## src/pmtc_pkg.sv

```systemverilog
// pmtc_pkg: register map, field positions and source codes for the pin block
package pmtc_pkg;

	// register indices as seen on the register port
	localparam logic [8:0] PMTC_OFS_ARM = 9'h00B;
	localparam logic [8:0] PMTC_OFS_SYS = 9'h00F;
	localparam logic [8:0] PMTC_OFS_STAMP_LO = 9'h011;
	localparam logic [8:0] PMTC_OFS_STAMP_HI = 9'h012;
	localparam logic [8:0] PMTC_OFS_WAKE_REM = 9'h013;
	localparam logic [8:0] PMTC_OFS_IRQ_X = 9'h014;
	localparam logic [8:0] PMTC_OFS_IRQ_Y = 9'h015;
	localparam logic [8:0] PMTC_OFS_PIN_CFG = 9'h022;
	localparam logic [8:0] PMTC_OFS_PIN_SEL = 9'h023;
	localparam logic [8:0] PMTC_OFS_PIN_IN = 9'h025;
	localparam logic [8:0] PMTC_OFS_STAMP_CTL = 9'h026;

	// field positions
	localparam int PMTC_BIT_ARM = 15;
	localparam int PMTC_BIT_SW_RESET = 15;
	localparam int PMTC_BIT_EN_THRESH = 15;
	localparam int PMTC_BIT_EN_UFLOW = 14;
	localparam int PMTC_BIT_EN_OFLOW = 13;
	localparam int PMTC_BIT_SLEW_LO = 14;
	localparam int PMTC_BIT_DRV_LO = 12;
	localparam int PMTC_BIT_MODE1_LO = 3;
	localparam int PMTC_BIT_MODE0_LO = 0;
	localparam int PMTC_BIT_SEL1_LO = 8;
	localparam int PMTC_BIT_SEL0_LO = 0;
	localparam int PMTC_BIT_SLEEP_LVL = 8;
	localparam int PMTC_BIT_EDGE_INV = 7;
	localparam int PMTC_BIT_ALWAYS = 6;
	localparam int PMTC_BIT_PIN_SEL_LO = 4;

	// reset value shared by every register of the block
	localparam logic [15:0] PMTC_RST_REG = 16'h0000;

	// electrical modes of a pin
	typedef enum logic [2:0] {
		PMTC_MODE_OFF = 3'b000,
		PMTC_MODE_INPUT = 3'b001,
		PMTC_MODE_OUT = 3'b010,
		PMTC_MODE_OUT_INV = 3'b011,
		PMTC_MODE_PD = 3'b100,
		PMTC_MODE_PD_INV = 3'b101,
		PMTC_MODE_PU = 3'b110,
		PMTC_MODE_PU_INV = 3'b111
	} pmtc_mode_t;

	// stamp pin selector codes
	localparam logic [1:0] PMTC_STAMP_PIN0 = 2'h0;
	localparam logic [1:0] PMTC_STAMP_PIN1 = 2'h1;

	// output source codes
	localparam logic [7:0] PMTC_SRC_LOW = 8'h00;
	localparam logic [7:0] PMTC_SRC_HIGH = 8'h01;
	localparam logic [7:0] PMTC_SRC_INT_X = 8'h02;
	localparam logic [7:0] PMTC_SRC_INT_Y = 8'h03;
	localparam logic [7:0] PMTC_SRC_LED1_AMP = 8'h08;
	localparam logic [7:0] PMTC_SRC_LED2_AMP = 8'h09;
	localparam logic [7:0] PMTC_SRC_ANY_AMP = 8'h0C;
	localparam logic [7:0] PMTC_SRC_HF_DIV64 = 8'h0F;
	localparam logic [7:0] PMTC_SRC_PATTERN = 8'h10;
	localparam logic [7:0] PMTC_SRC_LF_OSC = 8'h16;
	localparam logic [7:0] PMTC_SRC_HF_OSC = 8'h17;
	localparam logic [7:0] PMTC_SRC_HF_DIV32 = 8'h18;
	// per-slot groups: upper nibble selects the group
	localparam logic [3:0] PMTC_GRP_ACTIVE = 4'h2;
	localparam logic [3:0] PMTC_GRP_LED = 4'h3;
	localparam logic [3:0] PMTC_GRP_MOD = 4'h4;
	localparam logic [3:0] PMTC_GRP_DATA = 4'h5;
	localparam logic [3:0] PMTC_IDX_ANY = 4'hF;
	localparam logic [3:0] PMTC_LED_IDX_BASE = 4'h1;

	// divider taps on the counter of 32 MHz edges
	localparam int PMTC_DIV_W = 6;
	localparam int PMTC_TAP_DIV32 = 4;
	localparam int PMTC_TAP_DIV64 = 5;

endpackage

```

## src/pmtc_src_mux.sv

```systemverilog
// pmtc_src_mux: picks the level a pin presents from its source code
`timescale 1ns/10ps
module pmtc_src_mux
	import pmtc_pkg::*;
#(
	parameter int NUM_SLOTS = 12
) (
	input wire logic [7:0] i_sel,
	input wire logic i_int_x,
	input wire logic i_int_y,
	input wire logic i_led1_amp,
	input wire logic i_led2_amp,
	input wire logic i_osc_lf,
	input wire logic i_osc_hf,
	input wire logic i_hf_div32,
	input wire logic i_hf_div64,
	input wire logic i_sleep_level,
	input wire logic [NUM_SLOTS-1:0] i_slot_active,
	input wire logic [NUM_SLOTS-1:0] i_slot_level,
	input wire logic [NUM_SLOTS-1:0] i_slot_led,
	input wire logic [NUM_SLOTS-1:0] i_slot_mod,
	input wire logic [NUM_SLOTS-1:0] i_slot_data,
	output logic o_level
);
	logic [3:0] idx;
	logic idx_ok;
	logic [3:0] led_idx;
	logic led_ok;

	assign idx = i_sel[3:0];
	assign idx_ok = (32'(idx) < NUM_SLOTS);
	// led codes start one above the group base
	assign led_idx = idx - PMTC_LED_IDX_BASE;
	assign led_ok = (idx != 4'h0) && (32'(led_idx) < NUM_SLOTS);

	// unlisted codes fall to a quiet low
	always_comb begin
		o_level = 1'b0;
		unique case (i_sel[7:4])
			PMTC_GRP_ACTIVE: begin
				if (idx_ok) o_level = i_slot_active[idx]; // [RQ6]
			end
			PMTC_GRP_LED: begin
				if (idx == PMTC_IDX_ANY) begin
					o_level = |(i_slot_led & i_slot_active); // [RQ7]
				end else if (led_ok) begin
					o_level = i_slot_led[led_idx]; // [RQ7]
				end
			end
			PMTC_GRP_MOD: begin
				if (idx == PMTC_IDX_ANY) begin
					o_level = |(i_slot_mod & i_slot_active); // [RQ8]
				end else if (idx_ok) begin
					o_level = i_slot_mod[idx]; // [RQ8]
				end
			end
			PMTC_GRP_DATA: begin
				if (idx == PMTC_IDX_ANY) begin
					o_level = |i_slot_data; // [RQ9]
				end else if (idx_ok) begin
					o_level = i_slot_data[idx]; // [RQ9]
				end
			end
			default: begin
				case (i_sel)
					PMTC_SRC_LOW: o_level = 1'b0; // [RQ2]
					PMTC_SRC_HIGH: o_level = 1'b1; // [RQ2]
					PMTC_SRC_INT_X: o_level = i_int_x; // [RQ2]
					PMTC_SRC_INT_Y: o_level = i_int_y; // [RQ2]
					PMTC_SRC_LED1_AMP: o_level = i_led1_amp; // [RQ3]
					PMTC_SRC_LED2_AMP: o_level = i_led2_amp; // [RQ3]
					PMTC_SRC_ANY_AMP: o_level = i_led1_amp | i_led2_amp; // [RQ3]
					PMTC_SRC_HF_DIV64: o_level = i_hf_div64; // [RQ4]
					PMTC_SRC_LF_OSC: o_level = i_osc_lf; // [RQ4]
					PMTC_SRC_HF_OSC: o_level = i_osc_hf; // [RQ4]
					PMTC_SRC_HF_DIV32: o_level = i_hf_div32; // [RQ4]
					PMTC_SRC_PATTERN: begin
						// sleep level only while no slot runs
						if (|i_slot_active) begin
							o_level = |(i_slot_active & i_slot_level); // [RQ5]
						end else begin
							o_level = i_sleep_level; // [RQ5] [RQ12]
						end
					end
					default: o_level = 1'b0;
				endcase
			end
		endcase
	end
endmodule

```

## src/pmtc_top.sv

```systemverilog
// pmtc_top: two-pin mux, input readback and time stamp capture
`timescale 1ns/10ps
// How it works
// RQ1: each pin has a 3-bit electrical mode
// RQ2: codes 0-3 give low, high, chan X, Y
// RQ3: codes 08/09/0C give LED amplifier enables
// RQ4: codes 0F/16/17/18 give oscillator outputs
// RQ5: code 10 gives per-slot pattern, sleep otherwise
// RQ6: codes 20-2B follow slot A-L active
// RQ7: codes 31-3C slot LED pulse, 3F any
// RQ8: codes 40-4B slot modulation pulse, 4F any
// RQ9: codes 50-5B slot data cycle, 5F any
// RQ10: second pin has same code set, own field
// RQ11: readback shows inputs of enabled buffers
// RQ12: one bit holds pattern level during sleep
// RQ13: edge invert picks rising or falling capture
// RQ14: always-armed keeps arm set after capture
// RQ15: 2-bit selector picks stamp pin 0 or 1
// RQ16: capture latches timer into low/high halves
// RQ17: capture latches counts remaining until wake
// RQ18: three enables gate FIFO statuses onto X
// RQ19: three separate enables gate statuses onto Y
// RQ20: arm makes next edge capture, then clears
// RQ21: each channel is OR of enabled statuses
module pmtc_top
	import pmtc_pkg::*;
#(
	parameter int NUM_SLOTS = 12,
	parameter int NUM_PINS = 2
) (
	input wire logic i_sys_clk,
	input wire logic i_reset_n,
	input wire logic [8:0] i_reg_addr,
	input wire logic i_reg_wr,
	input wire logic i_reg_rd,
	input wire logic [15:0] i_reg_wdata,
	output logic [15:0] o_reg_rdata,
	output logic o_reg_rvalid,
	input wire logic [NUM_PINS-1:0] i_pin_in,
	output logic [NUM_PINS-1:0] o_pin_out,
	output logic [NUM_PINS-1:0] o_pin_oe,
	output logic [NUM_PINS-1:0] o_pin_pull_up,
	output logic [NUM_PINS-1:0] o_pin_pull_dn,
	output logic [NUM_PINS-1:0] o_pin_in_en,
	output logic [1:0] o_pin_slew,
	output logic [1:0] o_pin_drive,
	output logic o_int_x,
	output logic o_int_y,
	input wire logic i_fifo_threshold,
	input wire logic i_fifo_underflow,
	input wire logic i_fifo_overflow,
	input wire logic i_led1_amp,
	input wire logic i_led2_amp,
	input wire logic i_osc_lf,
	input wire logic i_osc_hf,
	input wire logic [NUM_SLOTS-1:0] i_slot_active,
	input wire logic [NUM_SLOTS-1:0] i_slot_level,
	input wire logic [NUM_SLOTS-1:0] i_slot_led,
	input wire logic [NUM_SLOTS-1:0] i_slot_mod,
	input wire logic [NUM_SLOTS-1:0] i_slot_data,
	input wire logic [31:0] i_timer_count,
	input wire logic [15:0] i_wake_remaining
);
	typedef struct packed {
		logic [2:0] x_en;
		logic [2:0] y_en;
		logic [2:0] mode0;
		logic [2:0] mode1;
		logic [1:0] slew;
		logic [1:0] drive;
		logic [7:0] sel0;
		logic [7:0] sel1;
		logic sleep_level;
		logic edge_inv;
		logic always_armed;
		logic [1:0] pin_sel;
		logic arm;
		logic [15:0] cnt_lo;
		logic [15:0] cnt_hi;
		logic [15:0] remain;
		logic [1:0] pin_in;
		logic trig_prev;
		logic int_x;
		logic int_y;
		logic hf_prev;
		logic [PMTC_DIV_W-1:0] div;
		logic [NUM_PINS-1:0] pin_out;
		logic [NUM_PINS-1:0] pin_oe;
		logic [NUM_PINS-1:0] pull_up;
		logic [NUM_PINS-1:0] pull_dn;
		logic [NUM_PINS-1:0] in_en;
		logic [15:0] rdata;
		logic rvalid;
	} pmtc_state_t;

	pmtc_state_t st_q;
	pmtc_state_t st_d;
	logic [NUM_PINS-1:0] src_level;
	logic [2:0] fifo_stat;
	logic [NUM_PINS-1:0] gated_in;
	logic trig_now;
	logic trig_valid;
	logic trig_edge;
	logic capture;
	logic wr_arm;
	logic sw_reset;

	// one mux per pin; both pins share one code set
	genvar gp;
	generate
		for (gp = 0; gp < NUM_PINS; gp++) begin : g_pin
			pmtc_src_mux #(
				.NUM_SLOTS(NUM_SLOTS)
			) u_mux (
				.i_sel((gp == 0) ? st_q.sel0 : st_q.sel1), // [RQ10]
				.i_int_x(st_q.int_x),
				.i_int_y(st_q.int_y),
				.i_led1_amp(i_led1_amp),
				.i_led2_amp(i_led2_amp),
				.i_osc_lf(i_osc_lf),
				.i_osc_hf(i_osc_hf),
				.i_hf_div32(st_q.div[PMTC_TAP_DIV32]),
				.i_hf_div64(st_q.div[PMTC_TAP_DIV64]),
				.i_sleep_level(st_q.sleep_level),
				.i_slot_active(i_slot_active),
				.i_slot_level(i_slot_level),
				.i_slot_led(i_slot_led),
				.i_slot_mod(i_slot_mod),
				.i_slot_data(i_slot_data),
				.o_level(src_level[gp])
			);
			// every mode except off keeps the input buffer on
			assign gated_in[gp] = i_pin_in[gp] & st_q.in_en[gp]; // [RQ11]
		end
	endgenerate

	// capture source and edge; reserved selector codes never fire
	assign fifo_stat = {i_fifo_threshold, i_fifo_underflow, i_fifo_overflow};
	assign trig_valid = (st_q.pin_sel == PMTC_STAMP_PIN0) ||
		(st_q.pin_sel == PMTC_STAMP_PIN1); // [RQ15]
	assign trig_now = (st_q.pin_sel == PMTC_STAMP_PIN1) ? gated_in[1] :
		gated_in[0]; // [RQ15]
	assign trig_edge = st_q.edge_inv ? (st_q.trig_prev & ~trig_now) :
		(~st_q.trig_prev & trig_now); // [RQ13]
	assign capture = st_q.arm & trig_valid & trig_edge; // [RQ20]
	assign wr_arm = i_reg_wr && (i_reg_addr == PMTC_OFS_ARM);
	assign sw_reset = i_reg_wr && (i_reg_addr == PMTC_OFS_SYS) &&
		i_reg_wdata[PMTC_BIT_SW_RESET];

	// next state of the whole block
	always_comb begin
		st_d = st_q;
		st_d.rvalid = i_reg_rd;
		st_d.pin_in = gated_in; // [RQ11]
		st_d.trig_prev = trig_now;
		// divider advances on each rising 32 MHz sample
		st_d.hf_prev = i_osc_hf;
		if (i_osc_hf && !st_q.hf_prev) begin
			st_d.div = st_q.div + PMTC_DIV_W'(1); // [RQ4]
		end
		st_d.int_x = |(fifo_stat & st_q.x_en); // [RQ18] [RQ21]
		st_d.int_y = |(fifo_stat & st_q.y_en); // [RQ19] [RQ21]

		// capture: counts latched, arm dropped unless always armed
		if (capture) begin
			st_d.cnt_lo = i_timer_count[15:0]; // [RQ16]
			st_d.cnt_hi = i_timer_count[31:16]; // [RQ16]
			st_d.remain = i_wake_remaining; // [RQ17]
			if (!st_q.always_armed) begin
				st_d.arm = 1'b0; // [RQ20]
			end else begin
				st_d.arm = 1'b1; // [RQ14]
			end
		end

		// register writes; a software write to arm beats the clear
		if (i_reg_wr) begin
			unique case (i_reg_addr)
				PMTC_OFS_ARM: st_d.arm = i_reg_wdata[PMTC_BIT_ARM]; // [RQ20]
				PMTC_OFS_IRQ_X: begin
					st_d.x_en = i_reg_wdata[PMTC_BIT_EN_OFLOW+:3]; // [RQ18]
				end
				PMTC_OFS_IRQ_Y: begin
					st_d.y_en = i_reg_wdata[PMTC_BIT_EN_OFLOW+:3]; // [RQ19]
				end
				PMTC_OFS_PIN_CFG: begin
					st_d.slew = i_reg_wdata[PMTC_BIT_SLEW_LO+:2];
					st_d.drive = i_reg_wdata[PMTC_BIT_DRV_LO+:2];
					st_d.mode1 = i_reg_wdata[PMTC_BIT_MODE1_LO+:3]; // [RQ1]
					st_d.mode0 = i_reg_wdata[PMTC_BIT_MODE0_LO+:3]; // [RQ1]
				end
				PMTC_OFS_PIN_SEL: begin
					st_d.sel1 = i_reg_wdata[PMTC_BIT_SEL1_LO+:8]; // [RQ10]
					st_d.sel0 = i_reg_wdata[PMTC_BIT_SEL0_LO+:8];
				end
				PMTC_OFS_STAMP_CTL: begin
					st_d.sleep_level = i_reg_wdata[PMTC_BIT_SLEEP_LVL]; // [RQ12]
					st_d.edge_inv = i_reg_wdata[PMTC_BIT_EDGE_INV]; // [RQ13]
					st_d.always_armed = i_reg_wdata[PMTC_BIT_ALWAYS]; // [RQ14]
					st_d.pin_sel = i_reg_wdata[PMTC_BIT_PIN_SEL_LO+:2]; // [RQ15]
				end
				default: begin
				end
			endcase
		end

		// read data is registered so the port comes from a flop
		st_d.rdata = PMTC_RST_REG;
		if (i_reg_rd) begin
			unique case (i_reg_addr)
				PMTC_OFS_ARM: st_d.rdata[PMTC_BIT_ARM] = st_q.arm;
				PMTC_OFS_STAMP_LO: st_d.rdata = st_q.cnt_lo; // [RQ16]
				PMTC_OFS_STAMP_HI: st_d.rdata = st_q.cnt_hi; // [RQ16]
				PMTC_OFS_WAKE_REM: st_d.rdata = st_q.remain; // [RQ17]
				PMTC_OFS_IRQ_X: begin
					st_d.rdata[PMTC_BIT_EN_OFLOW+:3] = st_q.x_en;
				end
				PMTC_OFS_IRQ_Y: begin
					st_d.rdata[PMTC_BIT_EN_OFLOW+:3] = st_q.y_en;
				end
				PMTC_OFS_PIN_CFG: begin
					st_d.rdata[PMTC_BIT_SLEW_LO+:2] = st_q.slew;
					st_d.rdata[PMTC_BIT_DRV_LO+:2] = st_q.drive;
					st_d.rdata[PMTC_BIT_MODE1_LO+:3] = st_q.mode1;
					st_d.rdata[PMTC_BIT_MODE0_LO+:3] = st_q.mode0;
				end
				PMTC_OFS_PIN_SEL: st_d.rdata = {st_q.sel1, st_q.sel0};
				PMTC_OFS_PIN_IN: st_d.rdata[1:0] = st_q.pin_in; // [RQ11]
				PMTC_OFS_STAMP_CTL: begin
					st_d.rdata[PMTC_BIT_SLEEP_LVL] = st_q.sleep_level;
					st_d.rdata[PMTC_BIT_EDGE_INV] = st_q.edge_inv;
					st_d.rdata[PMTC_BIT_ALWAYS] = st_q.always_armed;
					st_d.rdata[PMTC_BIT_PIN_SEL_LO+:2] = st_q.pin_sel;
				end
				default: begin
				end
			endcase
		end

		// pin drivers from mode and source level
		for (int p = 0; p < NUM_PINS; p++) begin
			st_d.in_en[p] = (p == 0) ? (st_q.mode0 != PMTC_MODE_OFF) :
				(st_q.mode1 != PMTC_MODE_OFF);
			st_d.pin_out[p] = 1'b0;
			st_d.pin_oe[p] = 1'b0;
			st_d.pull_up[p] = 1'b0;
			st_d.pull_dn[p] = 1'b0;
			unique case (pmtc_mode_t'((p == 0) ? st_q.mode0 : st_q.mode1))
				PMTC_MODE_OFF, PMTC_MODE_INPUT: begin
				end
				PMTC_MODE_OUT: begin
					st_d.pin_out[p] = src_level[p]; // [RQ1]
					st_d.pin_oe[p] = 1'b1;
				end
				PMTC_MODE_OUT_INV: begin
					st_d.pin_out[p] = ~src_level[p]; // [RQ1]
					st_d.pin_oe[p] = 1'b1;
				end
				// pull-only modes drive one level, release to the pull
				PMTC_MODE_PD: begin
					st_d.pin_oe[p] = ~src_level[p]; // [RQ1]
					st_d.pull_dn[p] = 1'b1;
				end
				PMTC_MODE_PD_INV: begin
					st_d.pin_oe[p] = src_level[p]; // [RQ1]
					st_d.pull_dn[p] = 1'b1;
				end
				PMTC_MODE_PU: begin
					st_d.pin_out[p] = 1'b1;
					st_d.pin_oe[p] = src_level[p]; // [RQ1]
					st_d.pull_up[p] = 1'b1;
				end
				PMTC_MODE_PU_INV: begin
					st_d.pin_out[p] = 1'b1;
					st_d.pin_oe[p] = ~src_level[p]; // [RQ1]
					st_d.pull_up[p] = 1'b1;
				end
			endcase
		end

		// software reset returns everything to defaults
		if (sw_reset) begin
			st_d = '0;
		end
	end

	// the single state register
	always_ff @(posedge i_sys_clk) begin
		if (!i_reset_n) begin
			st_q <= '0;
		end else begin
			st_q <= st_d;
		end
	end

	assign o_reg_rdata = st_q.rdata;
	assign o_reg_rvalid = st_q.rvalid;
	assign o_pin_out = st_q.pin_out;
	assign o_pin_oe = st_q.pin_oe;
	assign o_pin_pull_up = st_q.pull_up;
	assign o_pin_pull_dn = st_q.pull_dn;
	assign o_pin_in_en = st_q.in_en;
	assign o_pin_slew = st_q.slew;
	assign o_pin_drive = st_q.drive;
	assign o_int_x = st_q.int_x;
	assign o_int_y = st_q.int_y;

	// checks on the design's own behaviour
	a_arm_clears: assert property ( // [RQ20]
		@(posedge i_sys_clk) disable iff (!i_reset_n)
		capture && !st_q.always_armed && !wr_arm && !sw_reset |=> !st_q.arm)
		else $error("arm bit stayed set after a one-shot capture");
	a_always_keeps: assert property ( // [RQ14]
		@(posedge i_sys_clk) disable iff (!i_reset_n)
		capture && st_q.always_armed && !wr_arm && !sw_reset |=> st_q.arm)
		else $error("arm bit dropped while always armed");
	a_stamp_latch: assert property ( // [RQ16]
		@(posedge i_sys_clk) disable iff (!i_reset_n)
		capture && !sw_reset
		|=> {st_q.cnt_hi, st_q.cnt_lo} == $past(i_timer_count))
		else $error("stamp halves do not hold the timer count");
	a_remain_latch: assert property ( // [RQ17]
		@(posedge i_sys_clk) disable iff (!i_reset_n)
		capture && !sw_reset |=> st_q.remain == $past(i_wake_remaining))
		else $error("remaining count not latched at capture");
	a_no_edge_hold: assert property ( // [RQ13]
		@(posedge i_sys_clk) disable iff (!i_reset_n)
		!capture && !sw_reset |=> $stable(st_q.cnt_lo))
		else $error("stamp changed without a qualifying edge");
	a_chan_x_or: assert property ( // [RQ18]
		@(posedge i_sys_clk) disable iff (!i_reset_n)
		!sw_reset |=> o_int_x == |($past(fifo_stat) & $past(st_q.x_en)))
		else $error("channel X is not the OR of enabled statuses");
	a_chan_y_or: assert property ( // [RQ19]
		@(posedge i_sys_clk) disable iff (!i_reset_n)
		!sw_reset |=> o_int_y == |($past(fifo_stat) & $past(st_q.y_en)))
		else $error("channel Y is not the OR of enabled statuses");
	a_readback_gate: assert property ( // [RQ11]
		@(posedge i_sys_clk) disable iff (!i_reset_n)
		st_q.mode0 == PMTC_MODE_OFF && !sw_reset ##1 !sw_reset
		|=> !st_q.pin_in[0])
		else $error("disabled pin shows in readback");
	a_off_no_drive: assert property ( // [RQ1]
		@(posedge i_sys_clk) disable iff (!i_reset_n)
		st_q.mode1 == PMTC_MODE_OFF |=> !o_pin_oe[1])
		else $error("pin driven while disabled");
	a_high_source: assert property ( // [RQ2]
		@(posedge i_sys_clk) disable iff (!i_reset_n)
		st_q.mode0 == PMTC_MODE_OUT && st_q.sel0 == PMTC_SRC_HIGH && !sw_reset
		|=> o_pin_out[0] && o_pin_oe[0])
		else $error("constant high source not driven");
endmodule
```

## config.mk

```make
export PLATFORM = sky130hd
export DESIGN_NAME = pmtc_top
export DESIGN_NICKNAME = d
export VERILOG_FILES = /design/src/pmtc_pkg.sv /design/src/pmtc_src_mux.sv /design/src/pmtc_top.sv
export SDC_FILE = /design/constraint.sdc
export NUM_CORES = 1
export LEC_CHECK = 0
export CORE_MARGIN = 10
export CORE_UTILIZATION = 35
export CTS_BUF_LIST = sky130_fd_sc_hd__clkbuf_16
export DETAILED_ROUTE_END_ITERATION = 10
export DONT_BUFFER_PORTS = 1
export PLACE_DENSITY = 0.49
export SLEW_MARGIN = 20
export SYNTH_ARGS = -nofsm -noshare
export SYNTH_HDL_FRONTEND = slang
export SYNTH_SLANG_ARGS = --single-unit
```

## constraint.sdc

```tcl
create_clock -name i_sys_clk -period 5 [get_ports i_sys_clk]
set_input_delay 0.5 -clock i_sys_clk [delete_from_list [all_inputs] [get_ports i_sys_clk]]
set_output_delay 0.5 -clock i_sys_clk [all_outputs]
set_load 0.05 [all_outputs]
```

**After elaboration in Yosys (flattened, before gate mapping)**

Cells that the tools add are included.

- Reductions and logical operators: 36
- Div/mod/pow operators: 0
- Multiply operators: 0
- Order comparisons: 8
- Bitwise gates (word level): 18
- Add/subtract/negate cells: 3
- Equality and inequality tests: 56
- Mux-type cells: 57
- Shift-type cells: 0

Operators with widths:

| operator | number |
|---|---|
| $eq A8 B4 Y1 const B | 8 |
| $eq A8 B5 Y1 const B | 8 |
| $reduce_or A12 Y1 | 5 |
| $mux W49 | 1 |
| $eq A9 B5 Y1 const B | 5 |
| $and A12 B12 Y12 | 3 |
| $eq A9 B6 Y1 const B | 4 |
| $bmux W1 S4 | 8 |
| $eq A8 B2 Y1 const B | 4 |
| $mux W1 | 32 |
| $eq A3 B3 Y1 const B | 8 |
| $pmux W2 S6 | 2 |
| $pmux W1 S11 | 2 |
| $reduce_or A2 Y1 | 11 |
| $lt A4 B5 Y1 const B | 4 |
| $eq A9 B4 Y1 const B | 2 |
| $eq A4 B2 Y1 const B | 4 |
| $eq A4 B3 Y1 const B | 4 |
| $eq A8 B1 Y1 const B | 2 |
| $lt A4 B4 Y1 const B | 4 |
| $pmux W3 S5 | 1 |
| $pmux W2 S7 | 1 |
| $eq A3 B2 Y1 const B | 4 |
| $pmux W1 S3 | 4 |
| 21 further kinds | 47 |

- Memories: 0
- Input bits: 146
- Output and inout bits: 33
- Bits in latches: 0
- Bits in read-only memories: 0
- Logic and storage cells: 207
- Flip-flop bits (word level): 125
- Bits in writable memories: 0

**Logic depth before layout (Yosys ltp)**

Gate-level depths: netlist (run 1).

- Word-level depth: 9
- Mapped depth: 12
- Gate-level depth less buffers: 10

**By module**

A second synthesis (run 1) with hierarchy kept.

- Cell total of the unflattened synthesis: 879
- Area total of the unflattened synthesis: 7,681.1 um^2

By module, submodules not included:

| module | seq. area each (um^2) | cells each | times used | area an instance (um^2) |
|---|---|---|---|---|
| pmtc_top | 2,502.4 | 653 | 1 | 5,534.1 |
| pmtc_src_mux | 0.0 | 113 | 2 | 1,073.5 |

**Least setup slack after synthesis (run 1)**

OpenSTA, ideal clock, no wires.

- Path type: reg2reg
- From: register st_q[102] (netlist name)
- To: register st_q (netlist bit o_pin_oe[0])
- Path slack: 2.056 ns
- Data required time: 4.877 ns
- Cell stages (with the launch flop): 13
- Period minus slack after synthesis: 2.944 ns
- Arrival: 2.821 ns
- Setup time: 0.123 ns
- Cell sequence: dfxtp_1 -> clkbuf_1 -> buf_2 -> inv_1 -> ha_1 -> xor2_1 -> mux4_2 -> nor3_1 -> nor3_1 -> a311oi_1 -> or3_1 -> o211ai_1 -> mux2i_1

- Longest elaborated chain between the ends: 8

Ends and longest elaborated chain:

| element | line | text |
|---|---|---|
| start: declaration | pmtc_top.sv:96 | `pmtc_state_t st_q;` |
| start signal: assignment | pmtc_top.sv:292 | `st_q <= st_d;` |
| $sub A4 B1 Y4 | pmtc_src_mux.sv:33 | `assign led_idx = idx - PMTC_LED_IDX_BASE;` |
| $bmux W1 S4 / $lt A4 B4 Y1 (equally long branches) | pmtc_src_mux.sv:47, pmtc_src_mux.sv:34 |  |
| $mux W1 (implied by the code) / $logic_and A1 B1 Y1 (equally long branches) | pmtc_src_mux.sv:47, pmtc_src_mux.sv:34 |  |
| $mux W1 | pmtc_src_mux.sv:46 | `end else if (led_ok) begin` |
| $mux W1 | pmtc_src_mux.sv:44 | `if (idx == PMTC_IDX_ANY) begin` |
| $pmux W1 S4 (*) | pmtc_src_mux.sv:39 | `unique case (i_sel[7:4])` |
| $not A1 Y1 | pmtc_top.sv:261, pmtc_top.sv:275 |  |
| $pmux W1 S3 (*) | pmtc_top.sv:248 | `unique case (pmtc_mode_t'((p == 0) ? st_q.mode0 : st_q.mode1))` |

Every way passes the cells marked *; elsewhere a longest branch is shown, timed or not. The select of a mux whose other input is x is not followed.
A chain may end at the register's enable or synchronous reset.

**Final worst setup path (run 1)**

- From: register st_q[101] (netlist name)
- To: register st_q (netlist bit o_pin_oe[0])

Same word-level chain as after synthesis.

==> summary.txt, run 1 <==
Timing
  – Fin. max-slew vios: 0
  – Period utilisation layout: 67.40%
  – Total negative setup slack: 0 ns
  – Fin. Hold Viols: 0
  – Clock Skews: 0.01171 ns
  – RSZ-0062 raised after global routing: no
  – Tmin final: 3.370 ns
  – Max Clk Rate: 0.2967 GHz
  – Setup-failing EPs final: 0
  – Setup slack after layout: 1.630 ns
  – Max-slew headroom: 42.28%
  – Slew @ Worst Pin: 0.8646 ns

Finish
  – Layout cells sized above 1: 8.696%
  – Number of antenna repair diodes: 0
  – Area Growth Syn to Fin: 6.389%
  – Layout Nets: 883
  – Fillers: 1981
  – Util after Layout: 37.99%
  – Finished Layout Cells: 1001

Global route
  – Total GRT Usage: 17.84%
  – Largest net degree at the start of global routing: 50
  – Initial antenna violation count: 0
  – Vias in the first global route: 5830
  – First-pass GRT wire length: 36100 um
  – GRT overflow: 0

Power and ir drop
  – NetSw: 476.3 uW
  – Flop pwr share: 46.2%
  – Int Pwr: 1.694 mW
  – Overall Power: 2.171 mW
  – Pleak: 2.329 nW
  – VDD IR max: 0.2229 mV
  – Gate power share: 3.2%
  – Pwr dens: 292.7 nW/um^2
  – Clock power frac: 50.5%
  – Sw frac: 21.94%

Clock network
  – Maximum root-to-sink buffer count: 2
  – TritonCTS clock tree: yes
  – Root Buffer: clkbuf_16
  – Skew-Pair Late Insertion Delay: 0.42 ns
  – Clock Sinks: 125
  – Cts hold-fix bufs: 0
  – CTS clk-pin slew, worst paths: 0.05 ns
  – CTS-repair resized insts: 0
  – # Post-CTS Setup Buffers: 0
  – H-tree levels: 4
  – CTS buffer count: 17

Routing
  – Drt first pass iters: 9
  – Initial DRC Count: 615
  – Vias post-DR: 5916
  – Residual DRC count: 0
  – Via density: 5.910
  – ANT nets after route: 0
  – WL final: 24090 um
  – Wire length on met1: 10120 um
  – Routed len/inst: 24.07 um
  – Met3 WL post-DR: 2110 um
  – Highest metal used: met4
  – Routed met2 length: 11300 um

Synth
  – Synth Area per Inst: 8.870 sq um
  – Number of flops mapped to enable cells by yosys: 0
  – Synth Register Bits: 125
  – Syn nets: 943
  – Synth top cells by count: dfxtp_1 (125), nor2_1 (91), nand2_1 (75), mux2i_1 (63), a21oi_1 (56)
  – Post-synth cell types: 62
  – Top FF cell, synth: dfxtp_1
  – Synth area leaders: dfxtp_1 (36%), mux2i_1 (9.0%), mux4_2 (5.2%)
  – Most frequent cell after synthesis: dfxtp_1
  – Cell taking the most area after synthesis: dfxtp_1
  – Synth top area share: 35.89%
  – Synth Instances: 786
  – Post-synth ARST share: 0%
  – Register area share after synthesis: 35.89%
  – Mapped cell area: 6972 sq um
  – Syn. warnings: 0

Worst setup path
  – Crit path arrival time: 3.67 ns
  – Slowest-stage cell, CP: dfxtp_1
  – CP startpoint kind: register
  – CP cell instances: inv_1, ha_1, xor2_1, mux4_2, nor3_1, nor3_1, a311oi_1, or3_1, o211ai_1, mux2i_1
  – WP data required: 5.30 ns
  – CP Max Fanout: 17
  – Most used cell along the critical path: nor3_1
  – Critical path class: reg2reg
  – Endpoint class of the critical path: register
  – Max stage delay on crit path: 0.83 ns
  – R2r setup slk: 1.63 ns
  – WP buf/inv: 1
  – Family with the most delay on the worst path: flip-flops

Die
  – Core area: 19530 sq um
  – Std-Cell Rows: 51
  – Full die area: 25960 sq um
  – DIE WIDTH: 161.1 um
  – Io pins: 179
  – Chip height: 161.1 um
  – Initial Utilization: 35.70%

Place
  – RePlAce Congestion: 0.9265
  – Post-DP HPWL: 18500 um
  – DP Worst Slack: 1.548 ns
  – Placed insts: 972
  – Port Buffers: 0

Job
  – Max Cap Viol: 0

Hold path
  – HP Class: in2reg

Outcome
  – Status: complete, no violations
==> state kept, by name, summed over array words and instances (netlist names), 2 cells and up <==
register,flops
o_reg_rdata,16
o_pin_out,2
st_q,92
o_pin_drive,2
o_pin_pull_dn,2
o_pin_slew,2
o_pin_pull_up,2
o_pin_in_en,2
o_pin_oe,2
==> path summary, 6_finish.rpt <==
check,from,endpoint,cells after the start
setup / recovery,st_q[101],o_pin_oe[0],10
hold / removal,i_pin_in[0],st_q[37],2
setup reg to reg,st_q[101],o_pin_oe[0],10
hold reg to reg,st_q[80],o_reg_rdata[9],2
==> cells by family after synthesis <==
logic type	Yosys count	share of synthesized area [%]
buffers and inverters	98	7.520
AO/OA/AOI/OAI	158	15.63
XOR/XNOR	11	1.382
AND/OR/NAND/NOR	287	19.13
multiplexers	96	18.47
adder cells (fa/ha/maj)	11	1.974
flip-flops	125	35.89
==> per-stage QoR <==
step / cell area, sq um / hold slack, ns
global placement: 6899 / 0.4611
finish: 7417 / 0.2077
detailed placement: 6899 / 0.4583
floorplan: 6972 / 0.4233
global route: 7417 / 0.2130
CTS: 7412 / 0.1968
==> area by class of cell <==
class / instances / area, sq um / share of cell area (%)
Tap cell: 265 / 331.6 / 4.470
Clock inverter: 12 / 87.58 / 1.181
Sequential cell: 125 / 2502 / 33.74
Inverter: 15 / 56.30 / 0.7591
Timing Repair Buffer: 4 / 42.54 / 0.5735
Clock buffer: 17 / 425.4 / 5.735
Multi-Input combinational cell: 563 / 3971 / 53.54
==> placed cells by master (no fill, tap or decap), types with 3 or more instances in the layout <==
cell type and count:
a22o_1 14, nor3_1 18, nand3_1 44, mux2_2 10, mux2i_1 63, and3_1 6, a31oi_1 6, inv_1 19
a221oi_1 11, mux4_1 7, o211ai_1 5, nand2_1 75, buf_4 3, a22oi_1 16, dfxtp_1 125, o21ai_0 13
xor2_1 7, nor2b_1 9, nor2_1 91, ha_1 11, nand2b_1 9, nand4_1 5, clkbuf_16 17, xnor2_1 4
clkinv_2 3, nor4_1 7, a21oi_1 56, and2_1 3, o31ai_1 3, a222oi_1 13, mux4_2 16
==> per-layer routing <==
| metal | up-vias | global-route usage, % |
|---|---|---|
| met5 | - | 0 |
| met4 | 0 | 6.079 |
| met3 | 42 | 6.482 |
| met1 | 2902 | 22.17 |
| met2 | 238 | 27.97 |
| li1 | 2734 | - |
==> power by group through the flow <==
stage               sequential [mW]  combinational [mW]  clock, mW
CTS                            1.00              0.0702       1.11
detailed placement             1.02              0.0702          0
finish                         1.00              0.0705       1.10
floorplan                      1.02              0.0660          0
global placement               1.02              0.0688          0
global route                   1.00              0.0769       1.16
No activity file was read; power rests on OpenSTA's default activity.
==> inputs of run 2 (changes only) <==
--- a/config.mk
+++ b/config.mk
@@ -10,7 +10,7 @@
 export CTS_BUF_LIST = sky130_fd_sc_hd__clkbuf_16
 export DETAILED_ROUTE_END_ITERATION = 10
 export DONT_BUFFER_PORTS = 1
-export PLACE_DENSITY = 0.49
+export PLACE_DENSITY = 0.51
 export SLEW_MARGIN = 20
 export SYNTH_ARGS = -nofsm -noshare
 export SYNTH_HDL_FRONTEND = slang
==> constraint.sdc (replaced) <==
create_clock -name i_sys_clk -period 2.85 [get_ports i_sys_clk]
set_input_delay 0.285 -clock i_sys_clk [delete_from_list [all_inputs] [get_ports i_sys_clk]]
set_output_delay 0.285 -clock i_sys_clk [all_outputs]
set_load 0.05 [all_outputs]
==> run 2 against run 1 <==
Sequential power up 76%. Via count grew 0.42%. Clock power increased by 89%. Wire length down 1.3%. Hold slack worse by 0.19 ns. Maximum frequency up 28%. Critical path depth down 1. Highest routed layer unchanged.
==> summary.txt, run 2 (same netlist as run 1, synthesis figures left out) <==
Finish
  – Commonest non-fill, non-tap cell in the layout: dfxtp_1
  – Finished Layout Cells: 1028 (+2.7%)
  – Number of antenna repair diodes: 0 (unchanged)
  – Most flop-heavy register: st_q
  – Area Growth Syn to Fin: 10.66%
  – Layout cells sized above 1: 12.06% (+3.4 points)
  – Max reg flops: 92 (unchanged)
  – Commonest non-fill, non-tap cells in the layout: dfxtp_1 (125), nor2_1 (91), nand2_1 (75), mux2i_1 (63), a21oi_1 (56)
  – Layout Nets: 910 (+3.1%)

Worst setup path
  – CP Max Fanout: 8 (-9)
  – Crit path arrival time: 2.98 ns (-0.69 ns)
  – Critical path class: reg2reg
  – R2r setup slk: 0.21 ns (-1.42 ns)
  – Max stage delay on crit path: 0.56 ns (-0.27 ns)
  – Worst flop-to-flop path startpoint: st_q[93]
  – WP data required: 3.19 ns (-2.11 ns)
  – R2r worst-path depth: 9 (-1)
  – Endpoint class of the critical path: register
  – CP startpoint kind: register
  – Slowest-stage cell, CP: mux4_1
  – Reg2reg end: o_pin_oe[1]
  – CP cell instances: buf_4, mux4_1, inv_1, a2111oi_0, o31ai_1, o21ai_1, or4_1, o311ai_1, mux2i_1

Clock network
  – # Post-CTS Setup Buffers: 0 (unchanged)
  – Root Buffer: clkbuf_16
  – H-tree levels: 4 (unchanged)
  – Skew-Pair Late Insertion Delay: 0.41 ns (about the same)
  – TritonCTS clock tree: yes
  – CTS clk-pin slew, worst paths: 0.05 ns (about the same)
  – Clock Sinks: 125 (unchanged)
  – CTS buffer count: 17 (unchanged)
  – Maximum root-to-sink buffer count: 2 (unchanged)

Global route
  – Vias in the first global route: 5800 (-0.51%)
  – GRT overflow: 0 (unchanged)
  – Initial antenna violation count: 1 (+1)
  – First-pass GRT wire length: 36010 um (-0.25%)
  – Largest net degree at the start of global routing: 60 (+20%)
  – Total GRT Usage: 17.75% (-0.089 points)

Hold path
  – Hold Path End: o_pin_drive[1]
  – HP Class: in2reg
  – HP Start: i_reg_wdata[13]
  – Hold path cells: 2 (unchanged)

Routing
  – Via density: 5.779 (-2.2%)
  – WL final: 23780 um (-1.3%)
  – Residual DRC count: 0 (unchanged)
  – Drt first pass iters: 6 (-3)
  – Initial DRC Count: 494 (-20%)
  – Routed len/inst: 23.13 um (-3.9%)
  – ANT nets after route: 0 (unchanged)
  – Vias post-DR: 5941 (+0.42%)

Place
  – RePlAce Congestion: 0.8803 (-5.0%)
  – Post-DP HPWL: 18600 um (+0.55%)
  – Port Buffers: 0 (unchanged)
  – Placed insts: 996 (+2.5%)

Timing
  – Period utilisation layout: 92.53% (+25 points)
  – Clock Skews: 0.005738 ns (-0.005972 ns)
  – Worst Hold Slack: 0.01602 ns (-0.1917 ns)
  – Slew @ Worst Pin: 0.7592 ns (-0.1053 ns)
  – Setup-failing EPs final: 0 (unchanged)
  – Total negative setup slack: 0 ns (unchanged)
  – Max Clk Rate: 0.3792 GHz (+28%)
  – Tmin final: 2.637 ns (-0.7327 ns)
  – Max-slew headroom: 48.99% (+6.7 points)
  – Fin. Hold Viols: 0 (unchanged)
  – Fin. max-slew vios: 0 (unchanged)

Job
  – Max Cap Viol: 0 (unchanged)

Power and ir drop
  – Sw frac: 20.41% (-1.5 points)
  – Clock power frac: 52.3% (+1.8 points)
  – Flop pwr share: 44.4% (-1.8 points)
  – VDD IR max: 0.3958 mV (+78%)
  – Gate power share: 3.2% (about the same)
  – Int Pwr: 3.155 mW (+86%)
  – Overall Power: 3.965 mW (+83%)
  – Pwr dens: 513.9 nW/um^2 (+76%)
  – NetSw: 809.3 uW (+70%)
  – Pleak: 2.499 nW (+7.3%)

Die
  – Chip height: 161.1 um (unchanged)
  – Std-Cell Rows: 51 (unchanged)
  – Full die area: 25960 sq um (unchanged)
  – Initial Utilization: 35.70% (unchanged)
  – DIE WIDTH: 161.1 um (unchanged)
  – Io pins: 179 (unchanged)
  – Core area: 19530 sq um (unchanged)

Outcome
  – Status: complete, no violations
[run 2: cell type report]
type,count,area [sq um]
clock buffers,17,425.4
repair buffers,31,269.0
inverters,15,56.30
fillers,2019,11810
flip-flops and latches,125,2502
well taps,265,331.6
multi-input cells,563,3998
clock inverters,12,132.6
[run 2: worst max-delay path by stage]
| stage | to | depth (start not counted) | start | slack [ns] |
|---|---|---|---|---|
| finish | o_pin_oe[1] | 9 | st_q[93] | 0.21 |
| global route | o_pin_oe[1] | 10 | st_q[94] | -0.02 |
| CTS | o_pin_oe[0] | 10 | st_q[101] | 0.17 |
| detailed placement | o_pin_oe[0] | 10 | st_q[101] | 0.18 |
| global placement | o_pin_oe[0] | 10 | st_q[101] | 0.21 |
| floorplan | o_pin_oe[0] | 12 | st_q[101] | 0.05 |
[run 2: metrics by stage]
step / util, % / instance area [sq um] / setup WS (ns)
after global routing: 39.51 / 7715 / -0.01719
after floorplan: - / 6980 / 0.05482
final: 39.51 / 7715 / 0.2128
after CTS: 39.37 / 7687 / 0.1668
after global placement: 36.36 / 7099 / 0.2138
after detailed placement: 36.36 / 7099 / 0.1762
[run 2: what timing repair did]
item                                   CTS  global route
setup endpoints to repair                0             3
hold buffers                             3             0
gates resized for setup                  0             4
endpoints found under the hold margin    3             0
[run 2: critical path, delay by kind of cell (launching register included)]
family | cells | cell delay, ns
flip-flops | 1 | 0.37
AO/OA/AOI/OAI | 4 | 0.62
AND/OR/NAND/NOR | 1 | 0.49
buffers and inverters | 2 | 0.29
multiplexers | 2 | 0.78
[run 2: metal layers]
layer	GRT usage, %	vias to the layer above	routed length, um
met5	0	-	0
met4	4.467	0	365
met3	8.185	27	2527
met2	27.50	247	11080
met1	21.86	2881	9808
li1	-	2786	-
[run 2: power by group through the flow]
| stage | clock (mW) | sequential (mW) | combinational (mW) |
|---|---|---|---|
| after floorplan | 0 | 1.80 | 0.116 |
| final | 2.08 | 1.76 | 0.128 |
| after detailed placement | 0 | 1.80 | 0.125 |
| after global routing | 2.19 | 1.76 | 0.141 |
| after CTS | 2.11 | 1.76 | 0.129 |
| after global placement | 0 | 1.80 | 0.122 |
==> inputs of run 3 (changes only) <==
--- a/config.mk
+++ b/config.mk
@@ -7,7 +7,6 @@
 export LEC_CHECK = 0
 export CORE_MARGIN = 10
 export CORE_UTILIZATION = 35
-export CTS_BUF_LIST = sky130_fd_sc_hd__clkbuf_16
 export DETAILED_ROUTE_END_ITERATION = 10
 export DONT_BUFFER_PORTS = 1
 export PLACE_DENSITY = 0.51
==> run 3 against run 2 <==
Total power grew 1.5%. Wire length shrank 0.13%. Clock power grew 3%. Non-clock buffer count shrank 1. Critical path depth is the same.
==> summary.txt, run 3 (same netlist as run 1, synthesis figures left out) <==
Worst setup path
  – WP data required: 3.19 ns (about the same)
  – R2r worst-path depth: 9 (unchanged)
  – CP Max Fanout: 8 (unchanged)
  – Reg2reg end: o_pin_oe[1]
  – Crit path arrival time: 2.97 ns (about the same)
  – Endpoint class of the critical path: register
  – Critical path class: reg2reg
  – CP startpoint kind: register
  – Crit path from: st_q[93]
  – R2r setup slk: 0.22 ns (about the same)
  – Worst flop-to-flop path startpoint: st_q[93]

Routing
  – Initial DRC Count: 534 (+8.1%)
  – Highest metal used: met4
  – Via density: 5.771 (-0.14%)
  – Wire length on met1: 9832 um (+0.24%)
  – Vias post-DR: 5927 (-0.24%)
  – Routed len/inst: 23.12 um (about the same)
  – Residual DRC count: 0 (unchanged)
  – WL final: 23750 um (-0.13%)
  – ANT nets after route: 0 (unchanged)
  – Routed met2 length: 11140 um (+0.58%)
  – Met3 WL post-DR: 2487 um (-1.6%)
  – Drt first pass iters: 5 (-1)

Hold path
  – Hold path cells: 2 (unchanged)
  – Hold Path End: o_pin_drive[1]
  – HP Class: in2reg
  – HP Start: i_reg_wdata[13]

Power and ir drop
  – Pleak: 2.498 nW (about the same)
  – VDD IR max: 0.3926 mV (-0.79%)
  – Pwr dens: 521.0 nW/um^2 (+1.4%)
  – Overall Power: 4.025 mW (+1.5%)

Place
  – Port Buffers: 0 (unchanged)
  – RePlAce Congestion: 0.8803 (unchanged)
  – Post-DP HPWL: 18600 um (unchanged)
  – Placed insts: 996 (unchanged)

Clock network
  – TritonCTS clock tree: yes
  – Clock Sinks: 125 (unchanged)
  – Maximum root-to-sink buffer count: 2 (unchanged)
  – Root Buffer: clkbuf_16
  – CTS clk-pin slew, worst paths: 0.05 ns (about the same)
  – Skew-Pair Late Insertion Delay: 0.41 ns (about the same)
  – CTS buffer count: 17 (unchanged)
  – H-tree levels: 4 (unchanged)
  – # Post-CTS Setup Buffers: 0 (unchanged)

Global route
  – Largest net degree at the start of global routing: 60 (unchanged)
  – Total GRT Usage: 17.69% (-0.059 points)
  – Initial antenna violation count: 1 (unchanged)
  – Vias in the first global route: 5790 (-0.17%)
  – First-pass GRT wire length: 35940 um (-0.19%)
  – GRT overflow: 0 (unchanged)

Die
  – Core area: 19530 sq um (unchanged)
  – Std-Cell Rows: 51 (unchanged)
  – Io pins: 179 (unchanged)
  – Full die area: 25960 sq um (unchanged)
  – Initial Utilization: 35.70% (unchanged)
  – Chip height: 161.1 um (unchanged)
  – DIE WIDTH: 161.1 um (unchanged)

Timing
  – Period utilisation layout: 92.18% (-0.35 points)
  – Max Clk Rate: 0.3806 GHz (+0.38%)
  – Fin. Hold Viols: 0 (unchanged)
  – Max-slew headroom: 49.78% (+0.78 points)
  – Clock Skews: 0.005815 ns (+0.00007736 ns)
  – Slew @ Worst Pin: 0.7476 ns (-0.01166 ns)
  – Tmin final: 2.627 ns (-0.01009 ns)
  – Setup-failing EPs final: 0 (unchanged)
  – Fin. max-slew vios: 0 (unchanged)

Finish
  – Commonest non-fill, non-tap cells in the layout: dfxtp_1 (125), nor2_1 (91), nand2_1 (75), mux2i_1 (63), a21oi_1 (56)
  – Area Growth Syn to Fin: 10.80%
  – Finished Layout Cells: 1027 (-0.097%)
  – Layout cells sized above 1: 12.34% (+0.28 points)
  – Fillers: 2017 (-0.099%)
  – Most flop-heavy register: st_q
  – Number of antenna repair diodes: 0 (unchanged)
  – Commonest non-fill, non-tap cell in the layout: dfxtp_1
  – Max reg flops: 92 (unchanged)
  – Layout Nets: 909 (-0.11%)

Job
  – Max Cap Viol: 0 (unchanged)

Outcome
  – Status: complete, no violations
-- run 3: cell types whose count changed in the layout (fill, tap and decap cells not counted), sizes merged --
cell         delta
clkbuf          +4
inv             -2
dlygate4sd3     -1
clkinv          -2
-- run 3: layout make-up --
class                           count  area (sq um)  share of cell area, %
Clock inverter                      8         117.6                  1.523
Clock buffer                       21         460.4                  5.960
Timing Repair Buffer               30         259.0                  3.353
Inverter                           15         56.30                 0.7289
Multi-Input combinational cell    563          3998                  51.75
Sequential cell                   125          2502                  32.39
Tap cell                          265         331.6                  4.292
-- run 3: metrics by stage --
step | hold WS, ns | TNS [ns] | utilization [%] | cell area [sq um] | worst slack, ns
after global routing | 0.004556 | -0.01731 | 39.56 | 7725 | -0.01731
after CTS | 0.002131 | 0 | 39.42 | 7697 | 0.1653
after floorplan | 0.4057 | 0 | - | 6980 | 0.05482
final | 0.01865 | 0 | 39.56 | 7725 | 0.2228
after detailed placement | 0.4146 | 0 | 36.36 | 7099 | 0.1762
after global placement | 0.4167 | 0 | 36.36 | 7099 | 0.2138
-- run 3: layer usage --
metal,GRT usage [%],up-vias
li1,-,2787
met2,27.46,249
met3,7.982,21
met1,21.85,2870
met5,0,-
met4,4.467,0
-- run 3: where the power goes --
group | internal [mW] | leakage [nW] | switching [mW] | total [mW]
logic | 0.0643 | 1.21 | 0.0628 | 0.127
clock network | 1.40 | 0.284 | 0.739 | 2.14
registers | 1.75 | 1.01 | 0.00694 | 1.76
total | 3.22 | 2.50 | 0.809 | 4.02
-- run 3: worst max-delay path: stages, from the launching register on --
cell and delay (ns):
dfxtp_1 0.37, buf_4 0.21, mux4_1 0.56, inv_1 0.08, a2111oi_0 0.07, o31ai_1 0.26
o21ai_1 0.18, or4_1 0.49, o311ai_1 0.11, mux2i_1 0.22
-- run 3: worst max-delay path by stage --
stage                  endpoint  depth (start not counted)
floorplan           o_pin_oe[0]                         12
global placement    o_pin_oe[0]                         10
detailed placement  o_pin_oe[0]                         10
CTS                 o_pin_oe[0]                         10
global route        o_pin_oe[1]                         10
finish              o_pin_oe[1]                          9
-- run 3: timing repair --
| item | 4_1_cts | 5_1_grt |
|---|---|---|
| hold buffers | 2 | 0 |
| resized for setup | 0 | 4 |
| hold endpoints to repair | 2 | 0 |
| endpoints found under the setup margin | 0 | 3 |
